**src/logic/clock_select_defines.vh**
```
`ifndef CLOCK_SELECT_DEFINES_VH
`define CLOCK_SELECT_DEFINES_VH

// Register address of clock_source_select
`define CLKSRC_ADDR        8'ha9
`define CLKSRC_RESET       8'h00
// source_select_field position
`define SRCSEL_LSB         0
`define SRCSEL_MSB         1
`define SRCSEL_RESET       2'h0
// source_select_field codes
`define SRC_HF             2'h0
`define SRC_EXT            2'h1
`define SRC_LF             2'h2
`define SRC_RSVD           2'h3
// Divider field reset: code 3 means divide by 8
`define HF_DIV_RESET       2'h3
`define LF_DIV_RESET       2'h3
// Source index into the mux
`define IDX_HF             0
`define IDX_EXT            1
`define IDX_LF             2

`endif

```
**src/logic/pow2_divider.v**
```verilog
`timescale 1ns/100ps
// ==========================================================
// Divides a sampled oscillator level by 1, 2, 4 or 8
module pow2_divider
(
  input  wire       core_clk_i,
  input  wire       srst_i,
  input  wire       src_i,
  input  wire [1:0] div_sel_i,
  output wire       div_o
);

  reg       src_d_reg;
  reg [2:0] cnt_reg;
  reg [2:0] cnt_next;
  reg       out_reg;
  reg       out_next;

  always @*
  begin
    cnt_next = cnt_reg;
    if (src_i && !src_d_reg)
      cnt_next = cnt_reg + 3'h1;
    case (div_sel_i)
      2'h0:    out_next = src_i;
      2'h1:    out_next = cnt_next[0];
      2'h2:    out_next = cnt_next[1];
      default: out_next = cnt_next[2];
    endcase
  end

  always @(posedge core_clk_i)
  begin
    if (srst_i)
    begin
      src_d_reg <= 1'b0;
      cnt_reg   <= 3'h0;
      out_reg   <= 1'b0;
    end
    else
    begin
      src_d_reg <= src_i;
      cnt_reg   <= cnt_next;
      out_reg   <= out_next;
    end
  end

  assign div_o = out_reg;

endmodule

```
**src/logic/system_clock_source_select.v**
```verilog
`timescale 1ns/100ps
// Operation
// - Select field: 00 HF, 01 ext, 10 LF
// - External drives core for code 01, and stays on if 11 follows
// - External still clocks timers, counter array
// - Switch live; software picks running source
// - Internal oscillators usable with no wait
// - External RC/C modes need no wait
// - Upper six bits read zero, ignore writes
// - Reset selects internal high-frequency source
// - HF divided 1/2/4/8, default 8
`include "clock_select_defines.vh"

module system_clock_source_select
#(
  parameter NUM_SRC = 3
)
(
  input  wire       core_clk_i,
  input  wire       srst_i,
  // Register port
  input  wire [7:0] sfr_addr_i,
  input  wire       sfr_wr_i,
  input  wire [7:0] sfr_wdata_i,
  output wire [7:0] sfr_rdata_o,
  // Divider fields, loaded on their write strobes
  input  wire [1:0] hf_divider_field_i,
  input  wire       hf_divider_wr_i,
  input  wire [1:0] lf_divider_field_i,
  input  wire       lf_divider_wr_i,
  // Sampled oscillator levels
  input  wire       hf_osc_i,
  input  wire       ext_osc_i,
  input  wire       lf_osc_i,
  // Clocks out
  output wire       core_clock_o,
  output wire       ext_periph_clock_o,
  output wire [2:0] active_source_o
);

  // ========================================================
  // Registers
  reg [1:0] source_select_field_reg;
  reg [1:0] hf_div_reg;
  reg [1:0] lf_div_reg;
  reg [7:0] rdata_reg;

  // ========================================================
  // Write decode
  // A select field write needs the strobe and the address together
  wire csel_hit;
  wire csel_wr;

  assign csel_hit = (sfr_addr_i == `CLKSRC_ADDR);
  assign csel_wr  = sfr_wr_i && csel_hit;

  // ========================================================
  // Source select field
  // Only bits 1:0 are kept; the other six write bits are dropped
  always @(posedge core_clk_i)
  begin
    if (srst_i)
      source_select_field_reg <= `SRCSEL_RESET;
    else if (csel_wr)
      source_select_field_reg <=
        sfr_wdata_i[`SRCSEL_MSB:`SRCSEL_LSB];
  end

  // ========================================================
  // Divider fields
  // Both dividers come out of reset dividing by 8
  always @(posedge core_clk_i)
  begin
    if (srst_i)
      hf_div_reg <= `HF_DIV_RESET;
    else if (hf_divider_wr_i)
      hf_div_reg <= hf_divider_field_i;
  end

  always @(posedge core_clk_i)
  begin
    if (srst_i)
      lf_div_reg <= `LF_DIV_RESET;
    else if (lf_divider_wr_i)
      lf_div_reg <= lf_divider_field_i;
  end

  // ========================================================
  // Read path
  // Upper six bits always read zero; other addresses read zero
  always @(posedge core_clk_i)
  begin
    if (srst_i)
      rdata_reg <= `CLKSRC_RESET;
    else if (csel_hit)
      rdata_reg <= {6'h00, source_select_field_reg};
    else
      rdata_reg <= 8'h00;
  end

  assign sfr_rdata_o = rdata_reg;

  // ========================================================
  // Post-scaled internal sources
  // Both dividers count rising edges of their source
  wire hf_scaled;
  wire lf_scaled;

  pow2_divider u_hf_div
  (
    .core_clk_i (core_clk_i),
    .srst_i     (srst_i),
    .src_i      (hf_osc_i),
    .div_sel_i  (hf_div_reg),
    .div_o      (hf_scaled)
  );

  pow2_divider u_lf_div
  (
    .core_clk_i (core_clk_i),
    .srst_i     (srst_i),
    .src_i      (lf_osc_i),
    .div_sel_i  (lf_div_reg),
    .div_o      (lf_scaled)
  );

  // ========================================================
  // Source decode
  wire [NUM_SRC-1:0] src_lvl;
  reg  [NUM_SRC-1:0] want;
  wire               rsvd;

  assign src_lvl[`IDX_HF]  = hf_scaled;
  assign src_lvl[`IDX_EXT] = ext_osc_i;
  assign src_lvl[`IDX_LF]  = lf_scaled;

  assign rsvd = (source_select_field_reg == `SRC_RSVD);

  // The reserved code asks for no source at all
  always @*
  begin
    want = {NUM_SRC{1'b0}};
    case (source_select_field_reg)
      `SRC_HF:  want[`IDX_HF]  = 1'b1;
      `SRC_EXT: want[`IDX_EXT] = 1'b1;
      `SRC_LF:  want[`IDX_LF]  = 1'b1;
      default:  want = {NUM_SRC{1'b0}};
    endcase
  end

  // ========================================================
  // Glitch-free mux
  // An enable only changes while its own source is low, so the
  // core clock is never cut inside a high phase. The new enable
  // rises only once every other enable has dropped, which leaves
  // a low gap between the two sources rather than an overlap.
  // The reserved code freezes the enables where they stand; if
  // written in mid-changeover the core clock stays low.
  // No start-up wait is added for any source.
  localparam [NUM_SRC-1:0] EN_RESET =
    {{(NUM_SRC-1){1'b0}}, 1'b1} << `IDX_HF;

  reg  [NUM_SRC-1:0] en_reg;
  reg                core_clock_reg;
  reg                ext_clock_reg;

  genvar k;
  generate
    for (k = 0; k < NUM_SRC; k = k + 1)
    begin : g_sel
      wire others;
      wire src_low;
      wire en_next;

      // Any enable other than this one
      assign others  = |(en_reg & ~({{(NUM_SRC-1){1'b0}}, 1'b1} << k));
      assign src_low = !src_lvl[k];
      // A new source waits until every other enable is clear
      assign en_next = want[k] && !others;
      always @(posedge core_clk_i)
      begin
        if (srst_i)
          en_reg[k] <= EN_RESET[k];
        else if (src_low && !rsvd)
          en_reg[k] <= en_next;
      end
    end
  endgenerate

  // ========================================================
  // Core clock
  // Only an enabled source passes; none while changing over
  always @(posedge core_clk_i)
  begin
    if (srst_i)
      core_clock_reg <= 1'b0;
    else
      core_clock_reg <= |(en_reg & src_lvl);
  end

  // ========================================================
  // Peripheral clock
  // Runs from the external source whatever the field holds
  always @(posedge core_clk_i)
  begin
    if (srst_i)
      ext_clock_reg <= 1'b0;
    else
      ext_clock_reg <= ext_osc_i;
  end

  // ========================================================
  // Outputs
  assign core_clock_o       = core_clock_reg;
  assign ext_periph_clock_o = ext_clock_reg;
  assign active_source_o    = en_reg;

endmodule

```
**config.mk**
```make
export PLATFORM = sky130hd
export DESIGN_NAME = system_clock_source_select
export DESIGN_NICKNAME = d
export VERILOG_FILES = /design/src/logic/pow2_divider.v /design/src/logic/system_clock_source_select.v
export VERILOG_INCLUDE_DIRS = /design/src /design/src/logic
export SDC_FILE = /design/constraint.sdc
export NUM_CORES = 1
export LEC_CHECK = 0
export BUFFER_PORTS_ARGS = -buffer_cell sky130_fd_sc_hd__buf_2
export CAP_MARGIN = 25
export CELL_PAD_IN_SITES_DETAIL_PLACEMENT = 1
export CELL_PAD_IN_SITES_GLOBAL_PLACEMENT = 1
export CORE_MARGIN = 1.5
export CORE_UTILIZATION = 36
export DETAILED_ROUTE_END_ITERATION = 6
export PLACE_DENSITY_LB_ADDON = 0.05
export REMOVE_ABC_BUFFERS = 1
export SLEW_MARGIN = 10
export SYNTH_ARGS = -nofsm -noshare
export SYNTH_HDL_FRONTEND = slang
export SYNTH_SLANG_ARGS = --single-unit
```
**constraint.sdc**
```tcl
create_clock -name core_clk_i -period 4.6 [get_ports core_clk_i]
set_input_delay 0.92 -clock core_clk_i [delete_from_list [all_inputs] [get_ports core_clk_i]]
set_output_delay 0.92 -clock core_clk_i [all_outputs]
set_load 0.02 [all_outputs]
```
==> results of run 1 <==
cells by family (layout without fill, tap and decap cells):
family	Yosys count	after routing
buf+inv	8	33
other cells	1	6
mux	10	10
xor+xnor	4	4
fa+ha+maj	2	2
compound gates	12	12
flops	23	23
simple gates	36	36
final timing paths:
path                             from                 end  slack [ns]  cells past startpoint
setup reg to reg  u_lf_div.cnt_reg[0]      u_lf_div.div_o        2.98                      4
hold reg to reg    active_source_o[1]  active_source_o[1]        0.53                      2
setup / recovery             lf_osc_i      u_lf_div.div_o        2.67                      5
hold / removal     active_source_o[1]  active_source_o[1]        0.53                      2
power groups by stage:
stage / Clock [µW] / Combinational (µW) / Sequential, µW
after global routing: 104 / 49.2 / 217
after CTS: 97.3 / 44.0 / 215
after floorplan: 0 / 26.2 / 219
final: 91.2 / 43.2 / 215
after global placement: 0 / 42.0 / 219
after detailed placement: 0 / 43.8 / 220
worst max-delay path, cell delays in order:
cell and delay [ns]:
buf_2 0.12, nor2b_4 0.19, mux2_4 0.31, mux4_2 0.45
o311a_1 0.14
layer usage:
layer,GRT usage,vias to the layer above,part of all wire
li1,-,381,-
met1,0.1903,371,0.45
met2,0.2500,27,0.49
met3,0.03226,2,0.057
met4,0.04878,0,0.0077
met5,0,-,0
final cells by class:
cell class | count | area (µm²)
fill | 324 | 1376
tap | 30 | 37.54
timing repair buffer | 28 | 140.1
multi-input combinational | 70 | 478.0
clock buffer | 4 | 26.28
sequential | 23 | 460.4
inverter | 1 | 3.754
stage by stage:
stage	instance area [µm²]	std cells	setup slack, ns
global route	1146	156	2.664
floorplan	942.2	94	2.550
finish	1146	156	2.667
CTS	1146	156	2.681
global placement	1120	152	2.364
detailed placement	1120	152	2.350
cells in the final DEF (no fill, tap or decap), types with 3 or more instances in the layout:
| master | count |
|---|---|
| nand2_1 | 6 |
| nand3_1 | 3 |
| nor2_1 | 11 |
| mux2i_1 | 8 |
| and2_1 | 5 |
| clkbuf_4 | 3 |
| buf_2 | 28 |
| conb_1 | 6 |
| dfxtp_1 | 23 |
| o21ai_0 | 4 |
| nor2b_1 | 3 |
==> impl_metrics.ini, run 1 <==
[worst_setup_path]
critical_path_arrival_ns = 2.13
start_kind = input port
critPathKind = in -> reg
crit_required_ns = 4.80
path_max_fanout = 5
cp-end-kind = flip-flop

[clock_network]
cts_buffer_depth = 2
cts_resized = 0
cts-root-buf = clkbuf_4
cts_buffers = 3
hold_buffers = 0
post-cts-setup-buffers = 0
insertion_delay_ns = 0.30
cts_sinks = 23
cts.reportedPaths.clkPinSlew_ns = 0.12
cts_tree = yes
cts_max_level = 1

[power]
power_density_nw_per_um2 = 305.1
power_frac_seq = 0.616
p_total_uw = 349.7
clkPwrFrac = 0.261
p_sw_frac = 0.2470
ir_drop_v = 0.0001387
p_leak_uw = 0.0005472
p_comb_frac = 0.124
switching_power_uw = 86.36
p_int_uw = 263.3

[timing]
setup_viol = 0
layout_min_cycle_time_ns = 1.933
slew_violations = 0
fin_crit_sh = 0.4203
finalSetupTns_ns = 0
fmax_mhz = 517.2
rsz0062_at_grt = false
hold_viol_final = 0
finalClockSkew_ns = 0.0006500
fin_hold_ws_ns = 0.5252

[yosys]
synth_edf_count = 0
synth-seq-area-share = 0.4736
synth_most_common_cell = dfxtp_1
avgSynthCellArea_um2 = 10.13
synth-async-reset-ratio = 0
yosys.area_share.adder = 0.02574
synth-seq-cells = 23
ys_types = 30
synth_top_family_by_area = simple AND/OR/NAND/NOR gates
synth_area_leaders = dfxtp_1, mux2i_1, buf_4
synthCells = 96
yosysTopAreaCell = dfxtp_1
netlist.area_leader.share = 0.4736
yosysWarningCount = 0
synth_xor_area_frac = 0.03604
synth_mux_area_frac = 0.1210
synth-simple-area-share = 0.2008
netlist_area_um2 = 972.2
synthTopCellsByCount = dfxtp_1, nor2_1, mux2i_1, buf_4, nand2_1
synth-main-ff-cell = dfxtp_1
synth_compound_area_frac = 0.08494

[die]
rows = 18
die_h_um = 54.97
io_pins = 41
die_area_um2 = 3021
dieWidth_um = 54.97
start_util = 0.3854
coreArea_um2 = 2522

[place]
globalplace.congestion = 0.6604
portBuffers = 28
dp_hpwl_um = 1511

[global_routing]
antenna_found_initial = 0
grt-ovfl-total = 0
grt_max_degree = 15
grt_pass1_wl_um = 3229
first_global_vias = 744
track_usage = 0.1492

[hold_path]
hold_path_class = reg -> reg

[layout]
diodes = 0
area_growth_pct = 17.89
drive_gt1_frac = 0.2778
utilization = 0.4544
num-nets-final = 157

[route]
ant_nets = 0
drc = 0
dr.pass1.iters = 4
post_drt_wl_per_cell_um = 12.42
wirelength_um = 1938
vias = 781
drt_iter0_markers = 27
via_per_inst = 5.006

[outcome]
status = finished, final reports clean

[job]
max_cap_viol_count = 0
Note: power is estimated with default switching activity, not from simulation.
==> run 2, diff against run 1 <==
Settings changed: CORE_UTILIZATION 36 to 34.
Clock period 4.6 ns to 1.85 ns, I/O delays scaled along.
==> impl_metrics.ini, run 2 (same netlist as run 1, synthesis figures left out) <==
[route]
vias = 756
m1WireLength_um = 804
top_layer = met4
via_per_inst = 4.785
dr.pass1.iters = 4
wirelength_um = 1796
wl_met2_um = 885
drc = 0
ant_nets = 0
post_drt_wl_per_cell_um = 11.37
route.met3.wl_um = 89
drt_iter0_markers = 6

[timing]
setup_viol = 0
hold_viol_final = 0
slew_violations = 0
fmax_mhz = 615.9
finalClockSkew_ns = 0.005501
layout_min_cycle_time_ns = 1.624
fin_hold_ws_ns = 0.2832
finalSetupTns_ns = 0
rsz0062_at_grt = false
fin_crit_sh = 0.8776

[place]
portBuffers = 28
dpl.cell_count = 154
dp_hpwl_um = 1399
dpl_cell_area_um2 = 1129
globalplace.congestion = 0.7043

[layout]
area_growth_pct = 18.79
mostFrequentLayoutCells = buf_2, dfxtp_1, nor2_1
drive_gt1_frac = 0.2835
diodes = 0
fin_area_um2 = 1155
layout_commonest_cell = buf_2
stdcell_count = 158
num-nets-final = 158

[worst_setup_path]
crit_required_ns = 2.05
critical_path_arrival_ns = 1.82
cp-end-kind = flip-flop
start_kind = flip-flop
critPathKind = reg -> reg
path_max_fanout = 4

[die]
start_util = 0.3556
io_pins = 41
die_area_um2 = 3189
dieWidth_um = 56.47
die_h_um = 56.47
rows = 19
coreArea_um2 = 2734

[power]
p_total_uw = 864.4
clkPwrFrac = 0.257
power_frac_seq = 0.618
p_leak_uw = 0.0005520
p_sw_frac = 0.2411
power_density_nw_per_um2 = 748.5
p_comb_frac = 0.126
ir_drop_v = 0.0004160
p_int_uw = 656.0
switching_power_uw = 208.5

[hold_path]
hold_path_class = in -> reg

[clock_network]
cts.reportedPaths.clkPinSlew_ns = 0.12
cts_resized = 0
hold_buffers = 0
cts-root-buf = clkbuf_4
cts_tree = yes
cts_buffers = 3
post-cts-setup-buffers = 0
insertion_delay_ns = 0.30
cts_buffer_depth = 2
cts_max_level = 1
cts_sinks = 23

[global_routing]
grt_pass1_wl_um = 3125
grt-ovfl-total = 0
first_global_vias = 740
grt_max_degree = 14
track_usage = 0.1253
antenna_found_initial = 0

[outcome]
status = finished, final reports clean

[job]
max_cap_viol_count = 0
[run 2: final timing paths]
path / from / to / slack, ns / depth (start not counted)
max reg2reg: u_lf_div.cnt_reg[0] / u_lf_div.div_o / 0.23 / 4
max: u_lf_div.cnt_reg[0] / u_lf_div.div_o / 0.23 / 4
min: hf_divider_field_i[1] / hf_div_reg[1] / 0.28 / 3
min reg2reg: u_hf_div.div_o / active_source_o[0] / 0.51 / 1
[run 2: layout make-up]
type                    instances  area (µm²)
well taps                      31       38.79
flip-flops and latches         23       460.4
inverters                       1       3.754
multi-input cells              70       478.0
fillers                       330        1579
clock buffers                   4       26.28
repair buffers                 29       147.6
[run 2: critical path, cell delays in order, from the launching register on]
cell     delay [ns]
dfxtp_1        0.43
ha_1           0.26
mux2_4         0.26
mux4_2         0.44
o311a_1        0.13
[run 2: metal layers]
layer,global-route usage,vias up
met5,0,-
met4,0.05102,0
li1,-,382
met2,0.2143,21
met1,0.1506,351
met3,0.02765,2
[run 2: through the flow]
stage | worst slack, ns | util
after global routing | 0.1956 | 0.4224
final | 0.2264 | 0.4224
after detailed placement | 0.1621 | 0.4128
after CTS | 0.2305 | 0.4224
after global placement | 0.1772 | 0.4128
after floorplan | 0.3183 | -
[run 2: power by group through the flow]
stage          Combinational, µW  Sequential (µW)  Clock, µW
6_report                     109              534        222
5_1_grt                      122              538        260
4_1_cts                      111              535        237
3_5_place_dp                 111              545          0
3_3_place_gp                 107              545          0
2_1_floorplan               65.1              544          0
